--- config.mk ---
export PLATFORM = sky130hd
export DESIGN_NAME = gpex_regs
export DESIGN_NICKNAME = d
export VERILOG_FILES = /design/src/gpex_pkg.sv /design/src/gpex_regs.sv
export SDC_FILE = /design/constraint.sdc
export NUM_CORES = 1
export LEC_CHECK = 0
export ABC_AREA = 0
export BUFFER_PORTS_ARGS = -buffer_cell sky130_fd_sc_hd__buf_4
export CAP_MARGIN = 15
export CORE_AREA = 2 2 148 150
export CTS_BUF_LIST = sky130_fd_sc_hd__clkbuf_4
export DETAILED_ROUTE_END_ITERATION = 8
export DIE_AREA = 0 0 150 152
export SETUP_SLACK_MARGIN = 0.2
export SKIP_LAST_GASP = 1
export SLEW_MARGIN = 10
export SYNTH_ARGS = -nofsm -noshare
export SYNTH_HDL_FRONTEND = slang
export SYNTH_SLANG_ARGS = --single-unit
--- constraint.sdc ---
create_clock -name core_clk -period 2 [get_ports core_clk]
set_input_delay 0 -clock core_clk [delete_from_list [all_inputs] [get_ports core_clk]]
set_output_delay 0 -clock core_clk [all_outputs]
set_load 0.05 [all_outputs]
--- src/gpex_pkg.sv ---
// Purpose: shared constants and types of the eight-pin expander registers
// Assumes: 125 MHz core clock, command byte already decoded by the serial
//          front end into a register offset
// Notes:   one localparam per offset, reset value and timing count

package gpex_pkg;

  // ----------------------------------------------------------------------
  // register offsets (command byte values)
  // ----------------------------------------------------------------------
  localparam logic [7:0] OFF_PIN_STATE = 8'h00;
  localparam logic [7:0] OFF_OUTPUT_LEVEL = 8'h01;
  localparam logic [7:0] OFF_POLARITY = 8'h02;
  localparam logic [7:0] OFF_DIRECTION = 8'h03;
  localparam logic [7:0] OFF_PULLUP = 8'h04;
  localparam logic [7:0] OFF_IRQ_ENABLE = 8'h05;
  localparam logic [7:0] OFF_HIZ = 8'h06;
  localparam logic [7:0] OFF_IRQ_STATUS = 8'h07;
  localparam logic [7:0] OFF_RISE_EN = 8'h08;
  localparam logic [7:0] OFF_FALL_EN = 8'h09;
  localparam logic [7:0] OFF_FILTER = 8'h0a;

  // ----------------------------------------------------------------------
  // reset values
  // ----------------------------------------------------------------------
  localparam logic [7:0] RST_OUTPUT_LEVEL = 8'hff;
  localparam logic [7:0] RST_POLARITY = 8'h00;
  localparam logic [7:0] RST_DIRECTION = 8'hff;
  localparam logic [7:0] RST_PULLUP_STD = 8'h00;
  localparam logic [7:0] RST_PULLUP_PU = 8'hff;
  localparam logic [7:0] RST_IRQ_ENABLE = 8'h00;
  localparam logic [7:0] RST_HIZ = 8'h00;
  localparam logic [7:0] RST_IRQ_STATUS = 8'h00;
  localparam logic [7:0] RST_RISE_EN = 8'h00;
  localparam logic [7:0] RST_FALL_EN = 8'h00;
  localparam logic [7:0] RST_FILTER = 8'hff;
  localparam logic [7:0] RD_UNMAPPED = 8'h00;

  // ----------------------------------------------------------------------
  // timing
  // ----------------------------------------------------------------------
  localparam int CLK_NS = 8;
  localparam int FILT_REJECT_NS = 225;
  localparam int FILT_PASS_NS = 1075;
  // least time: round up, so 28 cycles (224 ns) never pass
  localparam int FILT_CYC_I = (FILT_REJECT_NS + CLK_NS - 1) / CLK_NS;
  localparam logic [4:0] FILT_CYC = 5'(FILT_CYC_I);

  // ----------------------------------------------------------------------
  // register access request
  // ----------------------------------------------------------------------
  typedef struct packed {
    logic rd;
    logic wr;
    logic [7:0] addr;
    logic [7:0] wdata;
  } gpex_req_t;

endpackage

--- src/gpex_regs.sv ---
// Purpose: register file, pin drive, input filter and interrupt logic of
//          an eight-pin general-purpose i/o expander
// Assumes: serial slave front end presents one-cycle read/write strobes
//          with the register offset; pin inputs already synchronous
// Notes:   read data appears one cycle after the read strobe
//
// Overview of operation
// pin-state read returns input levels, inverted where polarity bit set
// every pin-state read clears pending input interrupts
// output pins read back the output-level register in pin state
// writes to the pin-state register change nothing
// bit 7 is pin 7, bit 0 is pin 0 in every register
// output pins drive their output-level bit
// output-level read returns the last value written
// polarity bit 1 reports inverted input, 0 the true level
// direction 0 is output, 1 input; all inputs after reset
// pull-up bit enables pull-up; reset value depends on variant
// interrupt enable 1 allows interrupts; cleared after reset
// output pins never raise interrupts
// three-state bit 1 floats the output pin
// read-only status register shows which inputs interrupted
// rising-edge enable allows interrupt on low-to-high
// falling-edge enable allows interrupt on high-to-low
// filter enable register resets to all ones
// filtered: pulses over 1075 ns pass, under 225 ns suppressed
// filter bit 0 lets any change interrupt
// both edge bits clear: either edge, clears on return to read level
// host sends command byte 0x00 to 0x0a after slave address
// interrupt output held low while any status bit set

`timescale 1ns/10ps

module gpex_regs
  import gpex_pkg::*;
#(
  parameter bit PULLUP_VARIANT = 1'b0
) (
  // clock, reset, enable
  input wire logic core_clk,
  input wire logic reset,
  input wire logic ce,
  // register access from the serial slave
  input wire gpex_req_t req,
  output logic [7:0] rdata,
  output logic rvalid,
  // pins
  input wire logic [7:0] io_pins_in,
  output logic [7:0] io_pins_out,
  output logic [7:0] io_pins_oe,
  output logic [7:0] pullup_en,
  // open-drain interrupt, active low
  output logic irq_n_out,
  output logic irq_n_oe
);

  // ----------------------------------------------------------------------
  // helpers
  // ----------------------------------------------------------------------
  function automatic logic hit(input logic [7:0] a, input logic [7:0] off);
    hit = (a == off);
  endfunction

  // both edge bits clear means either edge
  function automatic logic [7:0] edge_ok(input logic [7:0] rise,
                                         input logic [7:0] fall,
                                         input logic [7:0] ren,
                                         input logic [7:0] fen);
    logic [7:0] both;
    both = ~ren & ~fen;
    edge_ok = (rise & (ren | both)) | (fall & (fen | both));
  endfunction

  // ----------------------------------------------------------------------
  // registers
  // ----------------------------------------------------------------------
  logic [7:0] output_level_reg_r;
  logic [7:0] polarity_invert_reg_r;
  logic [7:0] direction_reg_r;
  logic [7:0] pullup_enable_reg_r;
  logic [7:0] irq_enable_reg_r;
  logic [7:0] hiz_control_reg_r;
  logic [7:0] irq_status_reg_r;
  logic [7:0] irq_status_reg_nxt;
  logic [7:0] rise_irq_enable_reg_r;
  logic [7:0] fall_irq_enable_reg_r;
  logic [7:0] glitch_filter_reg_r;

  logic [7:0] in_r;
  logic [7:0] filt_r;
  logic [7:0] filt_d_r;
  logic [7:0] snap_r;
  logic [4:0] fcnt_r [8];
  logic [7:0] rdata_r;
  logic rvalid_r;
  logic [7:0] oe_r;
  logic irq_oe_r;

  logic rd_pin;
  logic [7:0] pin_state_val;
  logic [7:0] set_v;
  logic [7:0] clr_v;

  assign rd_pin = req.rd && hit(req.addr, OFF_PIN_STATE);

  // ----------------------------------------------------------------------
  // software-written registers
  // ----------------------------------------------------------------------
  always_ff @(posedge core_clk) begin
    if (reset) begin
      output_level_reg_r <= RST_OUTPUT_LEVEL;
      polarity_invert_reg_r <= RST_POLARITY;
      direction_reg_r <= RST_DIRECTION;
      pullup_enable_reg_r <= PULLUP_VARIANT ? RST_PULLUP_PU :
                             RST_PULLUP_STD;
      irq_enable_reg_r <= RST_IRQ_ENABLE;
      hiz_control_reg_r <= RST_HIZ;
      rise_irq_enable_reg_r <= RST_RISE_EN;
      fall_irq_enable_reg_r <= RST_FALL_EN;
      glitch_filter_reg_r <= RST_FILTER;
    end else if (ce && req.wr) begin
      // pin-state and status offsets fall to default: no effect
      case (req.addr)
        OFF_OUTPUT_LEVEL: output_level_reg_r <= req.wdata;
        OFF_POLARITY: polarity_invert_reg_r <= req.wdata;
        OFF_DIRECTION: direction_reg_r <= req.wdata;
        OFF_PULLUP: pullup_enable_reg_r <= req.wdata;
        OFF_IRQ_ENABLE: irq_enable_reg_r <= req.wdata;
        OFF_HIZ: hiz_control_reg_r <= req.wdata;
        OFF_RISE_EN: rise_irq_enable_reg_r <= req.wdata;
        OFF_FALL_EN: fall_irq_enable_reg_r <= req.wdata;
        OFF_FILTER: glitch_filter_reg_r <= req.wdata;
        default: ;
      endcase
    end
  end

  // ----------------------------------------------------------------------
  // read path
  // ----------------------------------------------------------------------
  // inputs show the sampled level, outputs the written level, never the
  // pad, since a floated output would read back as noise
  assign pin_state_val =
    (direction_reg_r & (in_r ^ polarity_invert_reg_r)) |
    (~direction_reg_r & output_level_reg_r);

  always_ff @(posedge core_clk) begin
    if (reset) begin
      rdata_r <= RD_UNMAPPED;
      rvalid_r <= 1'b0;
    end else if (ce) begin
      rvalid_r <= req.rd;
      if (req.rd) begin
        case (req.addr)
          OFF_PIN_STATE: rdata_r <= pin_state_val;
          OFF_OUTPUT_LEVEL: rdata_r <= output_level_reg_r;
          OFF_POLARITY: rdata_r <= polarity_invert_reg_r;
          OFF_DIRECTION: rdata_r <= direction_reg_r;
          OFF_PULLUP: rdata_r <= pullup_enable_reg_r;
          OFF_IRQ_ENABLE: rdata_r <= irq_enable_reg_r;
          OFF_HIZ: rdata_r <= hiz_control_reg_r;
          OFF_IRQ_STATUS: rdata_r <= irq_status_reg_r;
          OFF_RISE_EN: rdata_r <= rise_irq_enable_reg_r;
          OFF_FALL_EN: rdata_r <= fall_irq_enable_reg_r;
          OFF_FILTER: rdata_r <= glitch_filter_reg_r;
          default: rdata_r <= RD_UNMAPPED;
        endcase
      end
    end
  end

  // ----------------------------------------------------------------------
  // pin drive
  // ----------------------------------------------------------------------
  always_ff @(posedge core_clk) begin
    if (reset) begin
      oe_r <= 8'h00;
    end else if (ce) begin
      oe_r <= ~direction_reg_r & ~hiz_control_reg_r;
    end
  end

  // bit i of every vector maps to pin i
  assign io_pins_out = output_level_reg_r;
  assign io_pins_oe = oe_r;
  assign pullup_en = pullup_enable_reg_r;
  assign rdata = rdata_r;
  assign rvalid = rvalid_r;

  // ----------------------------------------------------------------------
  // input sampling and glitch filter
  // ----------------------------------------------------------------------
  // a change must persist for the reject time before the filtered level
  // follows; cost is that slow pulses are delayed by that time too
  always_ff @(posedge core_clk) begin
    if (reset) begin
      in_r <= 8'h00;
      filt_r <= 8'h00;
      filt_d_r <= 8'h00;
      for (int i = 0; i < 8; i++) begin
        fcnt_r[i] <= 5'h00;
      end
    end else if (ce) begin
      in_r <= io_pins_in;
      filt_d_r <= filt_r;
      for (int i = 0; i < 8; i++) begin
        if (!glitch_filter_reg_r[i]) begin
          filt_r[i] <= in_r[i];
          fcnt_r[i] <= 5'h00;
        end else if (in_r[i] == filt_r[i]) begin
          fcnt_r[i] <= 5'h00;
        end else if (fcnt_r[i] == FILT_CYC - 5'h01) begin
          filt_r[i] <= in_r[i];
          fcnt_r[i] <= 5'h00;
        end else begin
          fcnt_r[i] <= fcnt_r[i] + 5'h01;
        end
      end
    end
  end

  // ----------------------------------------------------------------------
  // interrupt status
  // ----------------------------------------------------------------------
  always_comb begin
    set_v = direction_reg_r & irq_enable_reg_r &
            edge_ok(filt_r & ~filt_d_r, ~filt_r & filt_d_r,
                    rise_irq_enable_reg_r,
                    fall_irq_enable_reg_r);
    if (rd_pin) begin
      clr_v = 8'hff;
    end else begin
      clr_v = ~rise_irq_enable_reg_r & ~fall_irq_enable_reg_r &
              ~(filt_r ^ snap_r);
    end
    // a new edge beats a clear in the same cycle
    irq_status_reg_nxt = set_v | (irq_status_reg_r & ~clr_v);
  end

  always_ff @(posedge core_clk) begin
    if (reset) begin
      irq_status_reg_r <= RST_IRQ_STATUS;
      snap_r <= 8'h00;
      irq_oe_r <= 1'b0;
    end else if (ce) begin
      irq_status_reg_r <= irq_status_reg_nxt;
      irq_oe_r <= |irq_status_reg_nxt;
      if (rd_pin) begin
        snap_r <= filt_r;
      end
    end
  end

  // open drain: only ever pulls low
  assign irq_n_out = 1'b0;
  assign irq_n_oe = irq_oe_r;
endmodule

==> results of run 1 <==
-- flip-flops by register name, summed over array words and instances, names as in the netlist --
name                   flops
fcnt_r                    40
direction_reg_r            8
fall_irq_enable_reg_r      8
filt_d_r                   8
filt_r                     8
glitch_filter_reg_r        8
hiz_control_reg_r          8
in_r                       8
io_pins_oe                 8
io_pins_out                8
irq_enable_reg_r           8
irq_status_reg_r           8
polarity_invert_reg_r      8
pullup_en                  8
rdata                      8
rise_irq_enable_reg_r      8
snap_r                     8
irq_n_oe                   1
rvalid                     1
-- worst reg2reg max path: cells and delay by family, from the launching register on --
kind,cells,cell delay (ps)
AOI/OAI and AO/OA,3,550
and+or+nand+nor,2,470
DFF,1,560
-- power by group --
group / internal, W / total (W) / leakage, nW / switching (W)
Clock: 0.000637 / 0.00194 / 0.143 / 0.00130
Sequential: 0.00357 / 0.00363 / 1.50 / 0.0000614
Combinational: 0.000224 / 0.000553 / 2.40 / 0.000329
Total: 0.00443 / 0.00612 / 4.03 / 0.00169
-- logic make-up (layout without fill, tap and decap cells) --
group	Yosys count	after routing
XOR/XNOR	48	48
AND/OR/NAND/NOR	402	402
adder cells (fa/ha/maj)	16	16
multiplexers	87	87
AO/OA/AOI/OAI	126	126
buffers and inverters	89	187
other	1	3
flip-flops	170	170
-- path summary, 6_finish.rpt --
path,startpoint,slack [ps],endpoint
max,req[12],240,polarity_invert_reg_r[3]$_SDFFE_PP0P_
min,req[13],70,rdata[7]$_SDFFE_PP0P_
max reg2reg,direction_reg_r[3]$_SDFFE_PP1P_,340,rdata[3]$_SDFFE_PP0P_
min reg2reg,rdata[1]$_SDFFE_PP0P_,480,rdata[1]$_SDFFE_PP0P_
-- layout make-up --
class / count / area [µm²]
Fill cell: 2111 / 11320
Multi-Input combinational cell: 680 / 4417
Sequential cell: 170 / 3804
Timing Repair Buffer: 127 / 1081
Tap cell: 280 / 350.3
Clock inverter: 15 / 136.4
Clock buffer: 17 / 127.6
Inverter: 28 / 105.1
Antenna cell: 2 / 5.005
-- cell usage in the layout (no fill, tap or decap), drive strengths merged, types with 19 or more instances in the layout --
master / n
nor2: 134
nand2b: 19
nand3: 32
nand3b: 24
nor2b: 19
dfxtp: 130
nand2: 107
buf: 96
inv: 34
a21oi: 39
edfxtp: 40
xnor2: 23
xor2: 25
dlygate4sd3: 31
mux2i: 79
-- metrics by stage --
step | setup WS (ps) | total power, W | utilization | hold WS, ps | std cells
after floorplan | 412.8 | 0.004020 | - | 147.3 | 939
after global placement | 166.4 | 0.004204 | 0.4408 | 235.3 | 1250
after detailed placement | 117.0 | 0.004206 | 0.4408 | 243.8 | 1250
after CTS | 203.2 | 0.006165 | 0.4677 | -110.8 | 1313
after global routing | 195.7 | 0.006374 | 0.4696 | 56.13 | 1319
final | 235.7 | 0.006119 | 0.4696 | 69.86 | 1319
-- timing repair --
action	in CTS	in global routing
resized for setup	0	1
setup endpoints to repair	0	26
hold endpoints to repair	99	0
buffers inserted	0	4
hold buffers	31	0
-- metal layers --
metal	global-route usage	vias up	wire (µm)
met3	0.04114	32	1452
met2	0.3444	237	11340
li1	-	3445	-
met5	0	-	0
met4	0.06289	0	529
met1	0.2987	3341	10950
==> results.py, run 1 <==
metrics = {
    "clock_network": {
        "htreeDepth": 4,
        "insertion_delay_ps": 580,
        "clockRootBuffer": "clkbuf_4",
        "cts_tree": "yes",
        "numClockSinks": 170,
        "cts_buffer_depth": 2,
        "cts_made_buffers": 17,
        "clkTransAtPathRegs_ps": 140,
    },
    "timing": {
        "relSlewSlack": 0.5777,
        "finalCritPeriodShare": 0.8821,
        "worst_pin_slew_ps": 631.9,
        "timing.final.hold_violations": 0,
        "timing.fmax_mhz": 566.8,
        "rsz0062_at_grt": "false",
        "skew_ps": 19.61,
        "drv_slew": 0,
        "finalSetupTns_ps": 0,
        "period_minus_slack_ps": 1764,
        "setup_viol": 0,
    },
    "global_routing": {
        "grt_overflow_total": 0,
        "grt_max_degree": 84,
        "grt_first_pass_wirelength_um": 38060,
        "track_usage": 0.2163,
        "antenna_found_initial": 1,
        "grt_pass1_vias": 6632,
    },
    "logic_synthesis": {
        "syn_nets": 984,
        "synthCells": 939,
        "synth_top_family_by_area": "simple AND/OR/NAND/NOR gates",
        "synth.distinct_cells": 64,
        "synthXorXnorAreaFrac": 0.04900,
        "synth_fa_ha_area_frac": 0.02333,
        "synth_top_area_cell": "dfxtp_1",
        "ys_top_cells_by_count": "134 x nor2_1, 130 x dfxtp_1, 105 x nand2_1",
        "synth_top_area_frac": 0.3033,
        "synth_warnings": 0,
        "synth.area.mux_share": 0.1066,
        "avgSynthCellArea_um2": 9.137,
        "synth_seq_cells": 170,
        "synthArstFlopShare": 0,
        "synth_most_common_cell": "nor2_1",
        "synth_edf_count": 40,
        "synth_area_um2": 8579,
        "netlist_top_cells_area": "dfxtp_1 30%, edfxtp_1 14%, mux2i_1 9.2%",
        "synthSimpleGateAreaFrac": 0.2329,
        "seq_area_frac_synth": 0.4433,
        "synth_compound_area_frac": 0.1018,
        "ys.flop_type": "dfxtp_1",
    },
    "finish": {
        "final_area_um2": 10030,
        "area_growth_syn_to_layout_pct": 16.86,
        "nets": 1069,
        "drive_gt1_frac": 0.1514,
    },
    "min_path": {
        "hp-class": "in -> reg",
        "whs_path_depth": 5,
    },
    "power_and_ir_drop": {
        "powerDensity_nw_per_um2": 610.3,
        "peakVddDrop_uv": 400.5,
        "p_leak_nw": 4.033,
    },
    "place": {
        "io_buffers": 62,
        "hpwl_um": 17220,
        "dpl-instance-area_um2": 9410,
        "gp_congestion": 1.002,
    },
    "critical_path": {
        "crit_buf_inv": 4,
        "path_depth": 9,
        "end_kind": "register",
        "crit_top_cell": "buf_4",
        "cp_max_fo": 9,
        "arrival_ps": 2220,
        "required_ps": 2450,
        "slowest_delay_ps": 560,
        "slowest_stage": "or4_4",
        "reg2regPathDepth": 5,
        "worstPathCellList": "dlygate4sd3_1 > buf_4 > or4_4 > nor4_4 > buf_4 > buf_4 > nand2_2 > nand2_1 > a21oi_1",
        "cp_top_family": "simple AND/OR/NAND/NOR gates",
        "critPathLaunchType": "primary input",
        "critPathKind": "in -> reg",
    },
    "drt": {
        "wl_per_cell_um": 18.40,
        "vias": 7055,
        "ant_nets": 0,
        "first_iter_violations": 584,
        "wirelength_um": 24270,
        "viasPerCell": 5.349,
        "drc": 0,
        "first_pass_iters": 5,
    },
    "run": {
        "drv_cap": 0,
    },
    "die": {
        "initial_utilization": 0.4018,
        "die_h_um": 152,
        "die_area_um2": 22800,
        "die_x_um": 150,
        "pin_count": 64,
        "core_um2": 21350,
        "core.rowCount": 54,
    },
    "run_status": {
        "status": "finished, final reports clean",
    },
}
Note: power is estimated with default switching activity, not from simulation.
==> inputs of run 2 (changes only) <==
Settings changed: BUFFER_PORTS_ARGS -buffer_cell sky130_fd_sc_hd__buf_4 to unset, DONT_BUFFER_PORTS set to 1, SETUP_SLACK_MARGIN 0.2 to 0.1.
==> results.py, run 2 (synthesized netlist as in run 1, its figures left out) <==
metrics = {
    "drt": {
        "wl_per_cell_um": 19.57,
        "viasPerCell": 5.507,
        "ant_nets": 0,
        "drc": 0,
        "vias": 7435,
        "wirelength_um": 26410,
        "first_iter_violations": 829,
        "first_pass_iters": 8,
    },
    "die": {
        "pin_count": 64,
        "core_um2": 21350,
        "die_h_um": 152,
        "initial_utilization": 0.4018,
        "core.rowCount": 54,
        "die_x_um": 150,
        "die_area_um2": 22800,
    },
    "timing": {
        "drv_slew": 0,
        "relSlewSlack": 0.3707,
        "period_minus_slack_ps": 1956,
        "worst_pin_slew_ps": 940.9,
        "finalSetupTns_ps": 0,
        "skew_ps": 18.26,
        "rsz0062_at_grt": "true",
        "setup_viol": 0,
        "worst_hold_slack_ps": -313.1,
        "timing.final.hold_violations": 5,
        "timing.fmax_mhz": 511.3,
        "finalCritPeriodShare": 0.9780,
    },
    "clock_network": {
        "cts_tree": "yes",
        "cts_buffer_depth": 2,
        "htreeDepth": 4,
        "clockRootBuffer": "clkbuf_4",
        "numClockSinks": 170,
        "cts_made_buffers": 17,
        "insertion_delay_ps": 590,
        "clkTransAtPathRegs_ps": 140,
    },
    "power_and_ir_drop": {
        "p_leak_nw": 4.298,
        "powerDensity_nw_per_um2": 589.5,
        "power_w": 0.006180,
        "peakVddDrop_uv": 416.2,
    },
    "critical_path": {
        "required_ps": 2530,
        "worstPathCellList": "nand2b_1 > dlygate4sd3_1 > nor3_2 > buf_4 > nand2_1 > dlygate4sd3_1 > a21oi_1 > dlygate4sd3_1",
        "arrival_ps": 2490,
        "cp_max_fo": 19,
        "slowest_stage": "dlygate4sd3_1",
        "critPathKind": "in -> reg",
        "critPathLaunchType": "primary input",
        "crit_top_cell": "dlygate4sd3_1",
        "slowest_delay_ps": 650,
        "end_kind": "register",
    },
    "finish": {
        "fillers": 2085,
        "drive_gt1_frac": 0.1020,
        "final_common_cell": "nor2_1",
        "area_growth_syn_to_layout_pct": 22.20,
        "largest_reg_flops": 40,
        "nets": 1101,
        "top_register": "fcnt_r",
        "layout_common_cells": "133 x nor2_1, 130 x dfxtp_1, 112 x dlygate4sd3_1",
    },
    "run_status": {
        "status": "finished with violations",
        "violations": "hold timing",
    },
    "place": {
        "hpwl_um": 16600,
        "gp_congestion": 0.9903,
        "io_buffers": 0,
    },
    "global_routing": {
        "grt_first_pass_wirelength_um": 41160,
        "grt_pass1_vias": 7210,
        "grt_max_degree": 124,
        "track_usage": 0.2342,
        "grt_overflow_total": 0,
        "antenna_found_initial": 0,
    },
    "run": {
        "drv_cap": 0,
    },
    "min_path": {
        "hp-class": "in -> reg",
    },
}
run 2: cell types whose count changed in the layout (fill, tap and decap cells not counted), sizes merged, moves of 2 or more:
cell,delta
clkinvlp,+2
clkinv,-2
dlygate4sd3,+81
inv,-3
buf,-49
clkbuf,+2
run 2: metal layers:
| layer | vias to the layer above | part of all wire | global-route usage |
|---|---|---|---|
| met4 | 0 | 0.037 | 0.08985 |
| met1 | 3540 | 0.41 | 0.3068 |
| met3 | 69 | 0.087 | 0.06366 |
| li1 | 3512 | - | - |
| met2 | 314 | 0.46 | 0.3679 |
| met5 | - | 0 | 0 |
run 2: path summary, 6_finish.rpt:
check	depth (start not counted)	start	endpoint	slack (ps)
worst min register to register	2	glitch_filter_reg_r[0]$_SDFFE_PP1P_	glitch_filter_reg_r[0]$_SDFFE_PP1P_	520
worst min-delay path	2	req[9]	rdata[4]$_SDFFE_PP0P_	-310
worst max register to register	6	direction_reg_r[0]$_SDFFE_PP1P_	rdata[0]$_SDFFE_PP0P_	130
worst max-delay path	8	req[10]	rise_irq_enable_reg_r[5]$_SDFFE_PP0P_	40
run 2: area by class of cell:
class,instances,area (µm²),share of cell area
inverters,28,105.1,0.01003
repair buffers,159,1519,0.1449
multi-input cells,680,4415,0.4212
clock inverters,13,145.1,0.01384
well taps,280,350.3,0.03342
diodes,1,2.502,0.0002387
flip-flops and latches,170,3804,0.3628
clock buffers,19,142.6,0.01361
run 2: per-stage QoR:
step / std cells / utilization / setup slack [ps] / instance area (µm²)
after global routing: 1349 / 0.4909 / 3.735 / 10480
after detailed placement: 1195 / 0.4191 / 276.8 / 8947
final: 1350 / 0.4910 / 44.03 / 10480
after floorplan: 939 / - / 412.8 / 8579
after global placement: 1195 / 0.4191 / 317.2 / 8947
after CTS: 1337 / 0.4859 / 119.0 / 10370
run 2: repair_timing:
item / in CTS / in global routing
gates resized for setup: 0 / 2
hold buffers: 110 / 7
endpoints found under the hold margin: 170 / 23
endpoints found under the setup margin: 0 / 11
buffers inserted: 0 / 7
run 2: power breakdown:
| part | switching (W) | internal (W) |
|---|---|---|
| clock | 0.00129 | 0.000781 |
| sequential | 0.0000634 | 0.00357 |
| combinational | 0.000274 | 0.000201 |
run 2: worst max-delay path: cells and delay by family:
kind                   cells  cell delay (ps)
AOI/OAI and AO/OA          1              130
buffers and inverters      4             1960
and+or+nand+nor            3              380
